File: config.mk
export PLATFORM = sky130hd
export DESIGN_NAME = rsse_exec
export DESIGN_NICKNAME = d
export VERILOG_FILES = /design/src/rtl/rsse_pkg.sv /design/src/rtl/rsse_alu.sv /design/src/rtl/rsse_exec.sv
export SDC_FILE = /design/constraint.sdc
export NUM_CORES = 1
export LEC_CHECK = 0
export BUFFER_PORTS_ARGS = -buffer_cell sky130_fd_sc_hd__buf_4
export CORE_MARGIN = 4
export CORE_UTILIZATION = 40
export DETAILED_ROUTE_END_ITERATION = 7
export PLACE_DENSITY_LB_ADDON = 0.05
export SYNTH_ARGS = -nofsm -noshare
export SYNTH_HDL_FRONTEND = slang
export SYNTH_SLANG_ARGS = --single-unit
File: constraint.sdc
create_clock -name clk -period 10.55 [get_ports clk]
set_clock_uncertainty 0.15 [all_clocks]
set_input_delay 1.5825 -clock clk [delete_from_list [all_inputs] [get_ports clk]]
set_output_delay 1.5825 -clock clk [all_outputs]
set_load 0.03 [all_outputs]
File: src/rtl/rsse_pkg.sv
package rsse_pkg;
	// Operation select from the instruction decoder
	localparam logic [2:0] RSSE_OP_NONE = 3'h0;
	localparam logic [2:0] RSSE_OP_ROTATE_RIGHT_CARRY = 3'h1;
	localparam logic [2:0] RSSE_OP_SUBTRACT_ACC_FROM_REG = 3'h2;
	localparam logic [2:0] RSSE_OP_ADD_ACC_TO_REG = 3'h3;
	localparam logic [2:0] RSSE_OP_RETURN_WITH_LITERAL = 3'h4;
	localparam logic [2:0] RSSE_OP_SLEEP = 3'h5;
	// Widths
	localparam int RSSE_DATA_W = 8;
	localparam int RSSE_FADDR_W = 7;
	localparam int RSSE_PC_W = 13;
	// Reset values
	localparam logic [7:0] RSSE_ACC_RST = 8'h00;
	localparam logic [12:0] RSSE_PC_RST = 13'h0000;
	localparam logic [7:0] RSSE_WDT_CLEAR = 8'h00;
	// Address of the program counter low byte in the file space
	localparam logic [6:0] RSSE_PCL_ADDR = 7'h02;
	// Cycles taken by a return
	localparam logic [1:0] RSSE_RET_CYCLES = 2'h2;
endpackage : rsse_pkg
File: src/rtl/rsse_alu.sv
`timescale 1ns/10ps
module rsse_alu
	import rsse_pkg::*;
(
	// Operands
	input wire logic [2:0] op,
	input wire logic [7:0] freg,
	input wire logic [7:0] acc,
	input wire logic carry_in,
	// Results
	output logic [7:0] result,
	output logic carry_out,
	output logic dcarry_out,
	output logic zero_out
);
	logic [8:0] sum9;
	logic [4:0] sum5;
	always_comb begin
		sum9 = 9'h000;
		sum5 = 5'h00;
		result = freg;
		carry_out = carry_in;
		dcarry_out = 1'b0;
		case (op)
			// RL1 rotate through carry
			RSSE_OP_ROTATE_RIGHT_CARRY: begin
				result = {carry_in, freg[7:1]};
				carry_out = freg[0];
			end
			// RL4 two's complement subtract
			RSSE_OP_SUBTRACT_ACC_FROM_REG: begin
				sum9 = {1'b0, freg} + {1'b0, ~acc} + 9'h001;
				sum5 = {1'b0, freg[3:0]} + {1'b0, ~acc[3:0]} + 5'h01;
				result = sum9[7:0];
				// RL5 borrow-inverted carry
				carry_out = sum9[8];
				dcarry_out = sum5[4];
			end
			RSSE_OP_ADD_ACC_TO_REG: begin
				sum9 = {1'b0, freg} + {1'b0, acc};
				sum5 = {1'b0, freg[3:0]} + {1'b0, acc[3:0]};
				result = sum9[7:0];
				carry_out = sum9[8];
				dcarry_out = sum5[4];
			end
			default: begin
				result = freg;
			end
		endcase
		zero_out = (result == 8'h00);
	end
endmodule : rsse_alu

File: src/rtl/rsse_exec.sv
// Added by the designer: the address-and-strobe port and the placing of the registers.
`timescale 1ns/10ps
// Function
// RL1: Rotate right shifts the addressed file register through carry, old carry into bit 7.
// RL2: Rotate right writes the register when the destination bit is 1, else the accumulator. With d=1 at RSSE_PCL_ADDR the code writes nothing.
// RL3: Rotate right changes only carry among the status bits.
// RL4: Subtract computes register minus accumulator, into accumulator (d=0) or register (d=1). With d=1 at RSSE_PCL_ADDR the code writes nothing.
// RL5: Subtract sets carry when acc <= reg, digit-carry from the nibbles, zero from the result.
// RL6: Sleep clears the watchdog counter and its prescaler.
// RL7: Sleep sets the timeout status bit and clears the power-down status bit.
// RL8: After sleep, execution halts and the oscillator stops until a wake-up.
// RL9: Adding the accumulator to the program counter makes a computed jump.
// RL10: Return with literal loads the literal into acc and pops the stack into pc in two cycles.
module rsse_exec
	import rsse_pkg::*;
(
	// Clock and reset
	input wire logic clk,
	input wire logic sys_rst,
	// Decoded instruction
	input wire logic instr_valid,
	input wire logic [2:0] instr_op,
	input wire logic [6:0] instr_faddr,
	input wire logic instr_dest,
	input wire logic [7:0] instr_literal,
	// File register read port, same clock
	input wire logic [7:0] freg_rdata,
	output logic [6:0] freg_raddr,
	// File register write port
	output logic freg_we,
	output logic [6:0] freg_waddr,
	output logic [7:0] freg_wdata,
	// Stack
	input wire logic [12:0] stack_top,
	output logic stack_pop,
	// Wake-up from outside the core
	input wire logic wake_req,
	// Status and state
	output logic [7:0] acc_reg,
	output logic [12:0] pc_reg,
	output logic carry_reg,
	output logic dcarry_reg,
	output logic zero_reg,
	output logic timeout_status_bit,
	output logic powerdown_status_bit,
	output logic watchdog_clear,
	output logic osc_stop,
	output logic instr_ready
);
	typedef enum logic [2:0] {
		RSSE_ST_RUN = 3'b001,
		RSSE_ST_RET2 = 3'b010,
		RSSE_ST_SLEEP = 3'b100
	} rsse_state_e;

	rsse_state_e state_reg;
	rsse_state_e state_next;
	logic [7:0] alu_result;
	logic alu_c;
	logic alu_dc;
	logic alu_z;
	logic exec;
	logic wake_meta_reg;
	logic wake_sync_reg;
	logic [7:0] pcl_val;

	// Wake request comes from another domain
	always_ff @(posedge clk) begin
		if (sys_rst) begin
			wake_meta_reg <= 1'b0;
			wake_sync_reg <= 1'b0;
		end else begin
			wake_meta_reg <= wake_req;
			wake_sync_reg <= wake_meta_reg;
		end
	end

	// The low program counter byte reads through the file space
	assign pcl_val = pc_reg[7:0];
	assign freg_raddr = instr_faddr;
	assign exec = instr_valid && (state_reg == RSSE_ST_RUN);
	// RL8 no execution outside run
	assign instr_ready = (state_reg == RSSE_ST_RUN);

	rsse_alu u_alu (
		.op(instr_op),
		.freg((instr_faddr == RSSE_PCL_ADDR) ? pcl_val : freg_rdata),
		.acc(acc_reg),
		.carry_in(carry_reg),
		.result(alu_result),
		.carry_out(alu_c),
		.dcarry_out(alu_dc),
		.zero_out(alu_z)
	);

	always_comb begin
		state_next = state_reg;
		case (state_reg)
			RSSE_ST_RUN: begin
				if (exec && instr_op == RSSE_OP_RETURN_WITH_LITERAL) begin
					state_next = RSSE_ST_RET2;
				end else if (exec && instr_op == RSSE_OP_SLEEP) begin
					state_next = RSSE_ST_SLEEP;
				end
			end
			RSSE_ST_RET2: begin
				state_next = RSSE_ST_RUN;
			end
			// RL8 held until wake
			RSSE_ST_SLEEP: begin
				if (wake_sync_reg) begin
					state_next = RSSE_ST_RUN;
				end
			end
			default: begin
				state_next = RSSE_ST_RUN;
			end
		endcase
	end

	always_ff @(posedge clk) begin
		if (sys_rst) begin
			state_reg <= RSSE_ST_RUN;
		end else begin
			state_reg <= state_next;
		end
	end

	// Accumulator updates
	always_ff @(posedge clk) begin
		if (sys_rst) begin
			acc_reg <= RSSE_ACC_RST;
		end else if (exec) begin
			case (instr_op)
				// RL2 RL4 destination select
				RSSE_OP_ROTATE_RIGHT_CARRY, RSSE_OP_SUBTRACT_ACC_FROM_REG,
				RSSE_OP_ADD_ACC_TO_REG: begin
					if (!instr_dest) begin
						acc_reg <= alu_result;
					end
				end
				// RL10 literal into acc
				RSSE_OP_RETURN_WITH_LITERAL: begin
					acc_reg <= instr_literal;
				end
				default: begin
					acc_reg <= acc_reg;
				end
			endcase
		end
	end

	// File register write-back, registered
	always_ff @(posedge clk) begin
		if (sys_rst) begin
			freg_we <= 1'b0;
			freg_waddr <= 7'h00;
			freg_wdata <= 8'h00;
		end else begin
			freg_we <= 1'b0;
			// RL2 write back to file
			if (exec && instr_dest && instr_faddr != RSSE_PCL_ADDR &&
				(instr_op == RSSE_OP_ROTATE_RIGHT_CARRY ||
				instr_op == RSSE_OP_SUBTRACT_ACC_FROM_REG ||
				instr_op == RSSE_OP_ADD_ACC_TO_REG)) begin
				freg_we <= 1'b1;
				freg_waddr <= instr_faddr;
				freg_wdata <= alu_result;
			end
		end
	end

	// Program counter
	always_ff @(posedge clk) begin
		if (sys_rst) begin
			pc_reg <= RSSE_PC_RST;
		end else if (state_reg == RSSE_ST_RET2) begin
			// RL10 pop into pc
			pc_reg <= stack_top;
		end else if (exec) begin
			// RL9 computed jump
			if (instr_op == RSSE_OP_ADD_ACC_TO_REG && instr_dest &&
				instr_faddr == RSSE_PCL_ADDR) begin
				pc_reg <= {pc_reg[12:8], alu_result};
			end else if (instr_op != RSSE_OP_RETURN_WITH_LITERAL &&
				instr_op != RSSE_OP_SLEEP) begin
				pc_reg <= pc_reg + 13'h0001;
			end else if (instr_op == RSSE_OP_SLEEP) begin
				pc_reg <= pc_reg + 13'h0001;
			end
		end
	end

	// Pop is taken in the second return cycle
	assign stack_pop = (state_reg == RSSE_ST_RET2);

	// Arithmetic status flags
	always_ff @(posedge clk) begin
		if (sys_rst) begin
			carry_reg <= 1'b0;
			dcarry_reg <= 1'b0;
			zero_reg <= 1'b0;
		end else if (exec) begin
			case (instr_op)
				// RL3 carry only
				RSSE_OP_ROTATE_RIGHT_CARRY: begin
					carry_reg <= alu_c;
				end
				// RL5 all three flags
				RSSE_OP_SUBTRACT_ACC_FROM_REG, RSSE_OP_ADD_ACC_TO_REG: begin
					carry_reg <= alu_c;
					dcarry_reg <= alu_dc;
					zero_reg <= alu_z;
				end
				default: begin
					carry_reg <= carry_reg;
				end
			endcase
		end
	end

	// Power status bits: set at power-on reset, changed by sleep
	always_ff @(posedge clk) begin
		if (sys_rst) begin
			timeout_status_bit <= 1'b1;
			powerdown_status_bit <= 1'b1;
		end else if (exec && instr_op == RSSE_OP_SLEEP) begin
			// RL7 sleep status
			timeout_status_bit <= 1'b1;
			powerdown_status_bit <= 1'b0;
		end
	end

	// RL6 watchdog clear pulse
	always_ff @(posedge clk) begin
		if (sys_rst) begin
			watchdog_clear <= 1'b0;
		end else begin
			watchdog_clear <= exec && (instr_op == RSSE_OP_SLEEP);
		end
	end

	// RL8 oscillator stop
	assign osc_stop = (state_reg == RSSE_ST_SLEEP);
endmodule : rsse_exec

Word level (Yosys, flattened, before mapping)

Index checks and enable logic that the tools add are counted.

Add/subtract/negate cells: 7
Equality and inequality tests: 16
Muxes and demuxes: 16
Bitwise gates (word level): 2
Reductions and logical operators: 25

Operator list:

| kind                                           | number |
|---|---|
| two-way mux 13 bit                             | 5 |
| case mux 8 bit (3 select lines)                | 1 |
| adder 8 x 8 -> 9 bit                           | 2 |
| two-way mux 8 bit                              | 2 |
| case mux 8 bit (2 select lines)                | 1 |
| adder 13 x 1 -> 13 bit (second input constant) | 1 |
| adder 4 x 4 -> 5 bit                           | 2 |
| adder 9 x 1 -> 9 bit (second input constant)   | 1 |
| == test 3 x 2 -> 1 bit (second input constant) | 3 |
| == test 3 bit (second input constant)          | 3 |
| logical AND 1 bit                              | 9 |
| two-way mux 3 bit                              | 3 |
| AND reduction 3 bit                            | 3 |
| logical NOT 8 bit                              | 1 |
| inverter 8 bit                                 | 1 |
| == test 7 x 2 -> 1 bit (second input constant) | 1 |
| != test 7 x 2 -> 1 bit (second input constant) | 1 |
| == test 3 x 1 -> 1 bit (second input constant) | 2 |
| != test 3 bit (second input constant)          | 2 |
| case mux 3 bit (2 select lines)                | 1 |
| AND reduction 2 bit                            | 3 |
| nonzero test 3 bit                             | 2 |
| adder 5 x 1 -> 5 bit (second input constant)   | 1 |
| != test 2 bit (second input constant)          | 2 |
| other kinds (11)                               | 13 |

Bits in registers: 47
Input bits: 44
Output and inout port bits: 53
Word-level logic and storage cells: 80

Logic depth before layout (Yosys ltp)

Depth after elaboration: 8
Mapped depth: 15
Mapped depth without buffers: 14

Cells and area by module

Synthesis repeated with hierarchy kept, for this count alone.

Cells, all modules: 436
Area total of the unflattened synthesis: 3478.3 µm²

Modules (own cells, without submodules):

| module    | instances | cells an instance | area each (µm²) | sequential area each (µm²) |
|---|---|---|---|---|
| rsse_exec | 1         | 276               | 2352.3          | 940.9 |
| rsse_alu  | 1         | 160               | 1126.1          | 0.0 |

Least setup slack after synthesis

No wires, ideal clock.

Path type: in2reg
Start point: input instr_faddr[2]
End point: register zero_reg
Library setup time: 0.084 ns
Data arrival time: 4.569 ns
Required time: 10.316 ns
Setup slack: 5.747 ns
Stages on the path: 13
Path through: nor4_4 > nand3_2 > buf_6 > mux2i_1 > inv_1 > ha_1 > or3b_2 > a21oi_1 > o21ai_0 > or3b_2 > a31oi_1 > or4_1 > o31ai_2

Word-level cells in the longest chain between the ends: 6
Elaborated cells between the ends (all ways): 7
Classes of those cells: add/sub (3); eq/ne (1); mux (2); reduce/logical (1)

RTL lines:

| item                                | line             | source |
|---|---|---|
| start, declared                     | rsse_exec.sv:23  | `input wire logic [6:0] instr_faddr,` |
| == test 7 x 2 -> 1 bit (*)          | rsse_exec.sv:87  | `.freg((instr_faddr == RSSE_PCL_ADDR) ? pcl_val : freg_rdata),` |
| two-way mux 8 bit (*)               | rsse_exec.sv:87  |  |
| adder 8 x 8 -> 9 bit                | rsse_alu.sv:32   | `sum9 = {1'b0, freg} + {1'b0, ~acc} + 9'h001;` |
| adder 9 x 1 -> 9 bit                | rsse_alu.sv:32   |  |
| case mux 8 bit (3 select lines) (*) | rsse_alu.sv:24   | `case (op)` |
| logical NOT 8 bit (*)               | rsse_alu.sv:50   | `zero_out = (result == 8'h00);` |
| end signal, assigned                | rsse_exec.sv:213 | `zero_reg <= alu_z;` |
| end, declared                       | rsse_exec.sv:43  | `output logic zero_reg,` |

Mark *: on every way between the ends. The rest lies on a longest branch, timed or not.
A chain may end at the register's enable or synchronous reset.

Worst setup path in the final report

Start point: input instr_faddr[2]
End point: register acc_reg[5]

Word-level cells in the longest chain between the ends: 7
Elaborated cells between the ends (all ways): 8
Classes of those cells: add/sub (3); eq/ne (1); mux (4)

RTL lines:

| item                                | line             | source |
|---|---|---|
| == test 7 x 2 -> 1 bit (*)          | rsse_exec.sv:87  |  |
| two-way mux 8 bit (*)               | rsse_exec.sv:87  |  |
| adder 8 x 8 -> 9 bit                | rsse_alu.sv:32   |  |
| adder 9 x 1 -> 9 bit                | rsse_alu.sv:32   |  |
| case mux 8 bit (3 select lines) (*) | rsse_alu.sv:24   |  |
| two-way mux 8 bit (*)               | rsse_exec.sv:138 | `if (!instr_dest) begin` |
| case mux 8 bit (2 select lines) (*) | rsse_exec.sv:134 | `case (instr_op)` |
| end signal, assigned                | rsse_exec.sv:139 | `acc_reg <= alu_result;` |
| end signal, assigned                | rsse_exec.sv:144 | `acc_reg <= instr_literal;` |
| end signal, assigned                | rsse_exec.sv:147 | `acc_reg <= acc_reg;` |
| end, declared                       | rsse_exec.sv:39  | `output logic [7:0] acc_reg,` |

Mark *: on every way between the ends. The rest lies on a longest branch, timed or not. The select of a mux whose other input is x is not followed.

==> metrics.txt <==
Placer Congestion=0.9118; DIE WIDTH=98.46 um; Layout area overhead=24.66%; WS Path Type=input pin to register; DRC viols=0; H-tree depth=2; Final Hold Slack=0.3085 ns; WL per Instance=16.84 um; Max FO, Critical Path=12; DRT antenna net count=0; Initial Util=0.4171; async set-or-reset flop fraction in the synthesized netlist=0; worst-skew pair later-pin latency=0.31 ns; Total Routed Length=10,210 um; TritonCTS clock tree=built; chip height=98.46 um; RSZ-0062 raised after global routing=false; synthesized cell area=0.003273 mm2; Min Clock Period, post-route=5.313 ns; Synthesis Warnings=0; Post-synth EDFFs=0; setup TNS=0 ns; setup bufs post-CTS=0; first-iteration detailed-routing DRC count=217; relative slew slack=0.2676; Crit. End Element=register; DIE AREA=0.009694 mm2; max cap viols=0; Global Route Usage Sum=0.2071; dominant synthesized flop cell=dfxtp_1; global-route wire length before repair=16,370 um; average size of a mapped cell=7.720 um2; peak supply drop=0.05917 mV; Post-Syn Nets=490; cts hold-fix bufs=0; row count=32; port bufs=95; Seq/Total Area, Yosys=0.2875; first drt pass iteration count=5; data required time of the critical path=10.61 ns; DP HPWL=7882 um; antenna violations before repair=0; final setup violation count=0; layout cells sized above 1=0.2579; Resized cells post-CTS=0; CORE AREA=0.007848 mm2; Worst-path clk slew=0.09 ns; via count=3,370; #FFs+latches synth=47; cell count after synthesis=424; Slew Viols, Final=0; ANT cells=0; Pleak=0.001730 uW; Synth cell types=66; Fmax=0.1882 GHz; Max Root-Sink Buffers=2; largest net degree at the start of global routing=50; drt via density=5.561; pwr dens=106.9 mW/mm2; Slew @ Worst Pin=1.095 ns; # nets final=569; most common cell in the netlist=nand2_1; CTS root buffer=clkbuf_8; vias in the first global route=3,194; Synth top area share=0.2875; Worst setup SP type=input pin; post-synth top area cell=dfxtp_1; GRT overflow=0; Tcrit/Tclk final=0.5036; worst hold path type=register to register; final hold vios=0; max reg flops=13; clk sinks=47; # IOs=97; synth cell count leaders=63 x nand2_1, 60 x nor2_1, 47 x dfxtp_1; main area contributors after synthesis=dfxtp_1 29%, ha_1 7.6%, nand2_1 7.2%; Critical Path AT=5.38 ns; cts bufs inserted=5; status=finished, final reports clean
where the power goes:
| group | internal (uW) | switching, uW | leakage (uW) |
|---|---|---|---|
| logic | 49.5 | 76.1 | 0.00130 |
| clock network | 53.6 | 66.5 | 0.0000474 |
| registers | 183 | 6.81 | 0.000382 |
| total | 287 | 149 | 0.00173 |
layer usage:
metal | track usage | part of all wire | vias up | routed length, um
met5 | 0 | 0 | - | 0
met4 | 0.05147 | 0.0072 | 0 | 74
met3 | 0.04246 | 0.078 | 8 | 793
met2 | 0.3276 | 0.46 | 125 | 4652
met1 | 0.2895 | 0.46 | 1579 | 4688
li1 | - | - | 1658 | -
per-stage QoR:
stage / instance area (um2) / total power (uW) / util / setup WS (ns) / instances
4_1_cts: 4080 / 438.7 / 0.5199 / 5.224 / 606
3_5_place_dp: 3981 / 319.0 / 0.5073 / 4.964 / 598
5_1_grt: 4080 / 460.0 / 0.5199 / 4.966 / 606
2_1_floorplan: 3273 / 275.0 / - / 5.747 / 424
6_report: 4080 / 436.0 / 0.5199 / 5.237 / 606
3_3_place_gp: 3981 / 318.4 / 0.5073 / 5.166 / 598
kinds of logic after synthesis:
family | count (synthesis) | share of synthesized area
flops | 47 | 0.2875
compound gates | 105 | 0.2267
mux | 9 | 0.03364
other cells | 1 | 0.001146
buf+inv | 46 | 0.06689
xor+xnor | 14 | 0.03746
simple gates | 180 | 0.2580
fa+ha+maj | 22 | 0.08869
cell type report:
cell class / instances / area (um2)
Clock buffer: 6 / 82.58
Multi-Input combinational cell: 331 / 2113
Timing Repair Buffer: 95 / 713.2
Sequential cell: 47 / 940.9
Clock inverter: 2 / 16.27
Inverter: 23 / 86.33
Fill cell: 781 / 3767
Tap cell: 102 / 127.6
worst max-delay path, stage by stage:
cell and delay (ns):
buf_4 0.13, nor4_4 0.34, nand3_2 0.36, mux2i_1 0.42, inv_1 0.14, ha_1 0.37, or3b_2 0.47, a21oi_1 0.26
nor3_1 0.08, or3b_2 0.46, a31oi_1 0.36, nand2_1 0.10, a311oi_1 0.30
path summary, 6_finish.rpt:
path                              start  cells after the start  slack, ns                         end
max reg2reg      pc_reg[2]$_SDFFE_PP0P_                     10       7.02     acc_reg[5]$_SDFFE_PP0P_
min          freg_waddr[1]$_SDFFE_PP0P_                      2       0.31  freg_waddr[1]$_SDFFE_PP0P_
min reg2reg  freg_waddr[1]$_SDFFE_PP0P_                      2       0.31  freg_waddr[1]$_SDFFE_PP0P_
max                      instr_faddr[2]                     13       5.24     acc_reg[5]$_SDFFE_PP0P_
placed cells by master (no fill, tap or decap), types with 3 or more instances in the layout:
master	count
clkbuf_8	6
dfxtp_1	47
nor3_1	10
or2_2	4
inv_1	22
mux2_2	6
nor2b_1	8
a222oi_1	5
o21ai_0	11
o211ai_1	3
nor2_1	60
nand2_1	63
nand4_1	4
buf_4	95
a31oi_1	6
xnor2_1	9
o22ai_1	4
a211oi_1	10
a221oi_1	4
nand3_1	8
xor2_1	5
a311oi_1	6
a21oi_1	32
ha_1	20
or3b_2	3
Note: power is estimated with default switching activity, not from simulation.
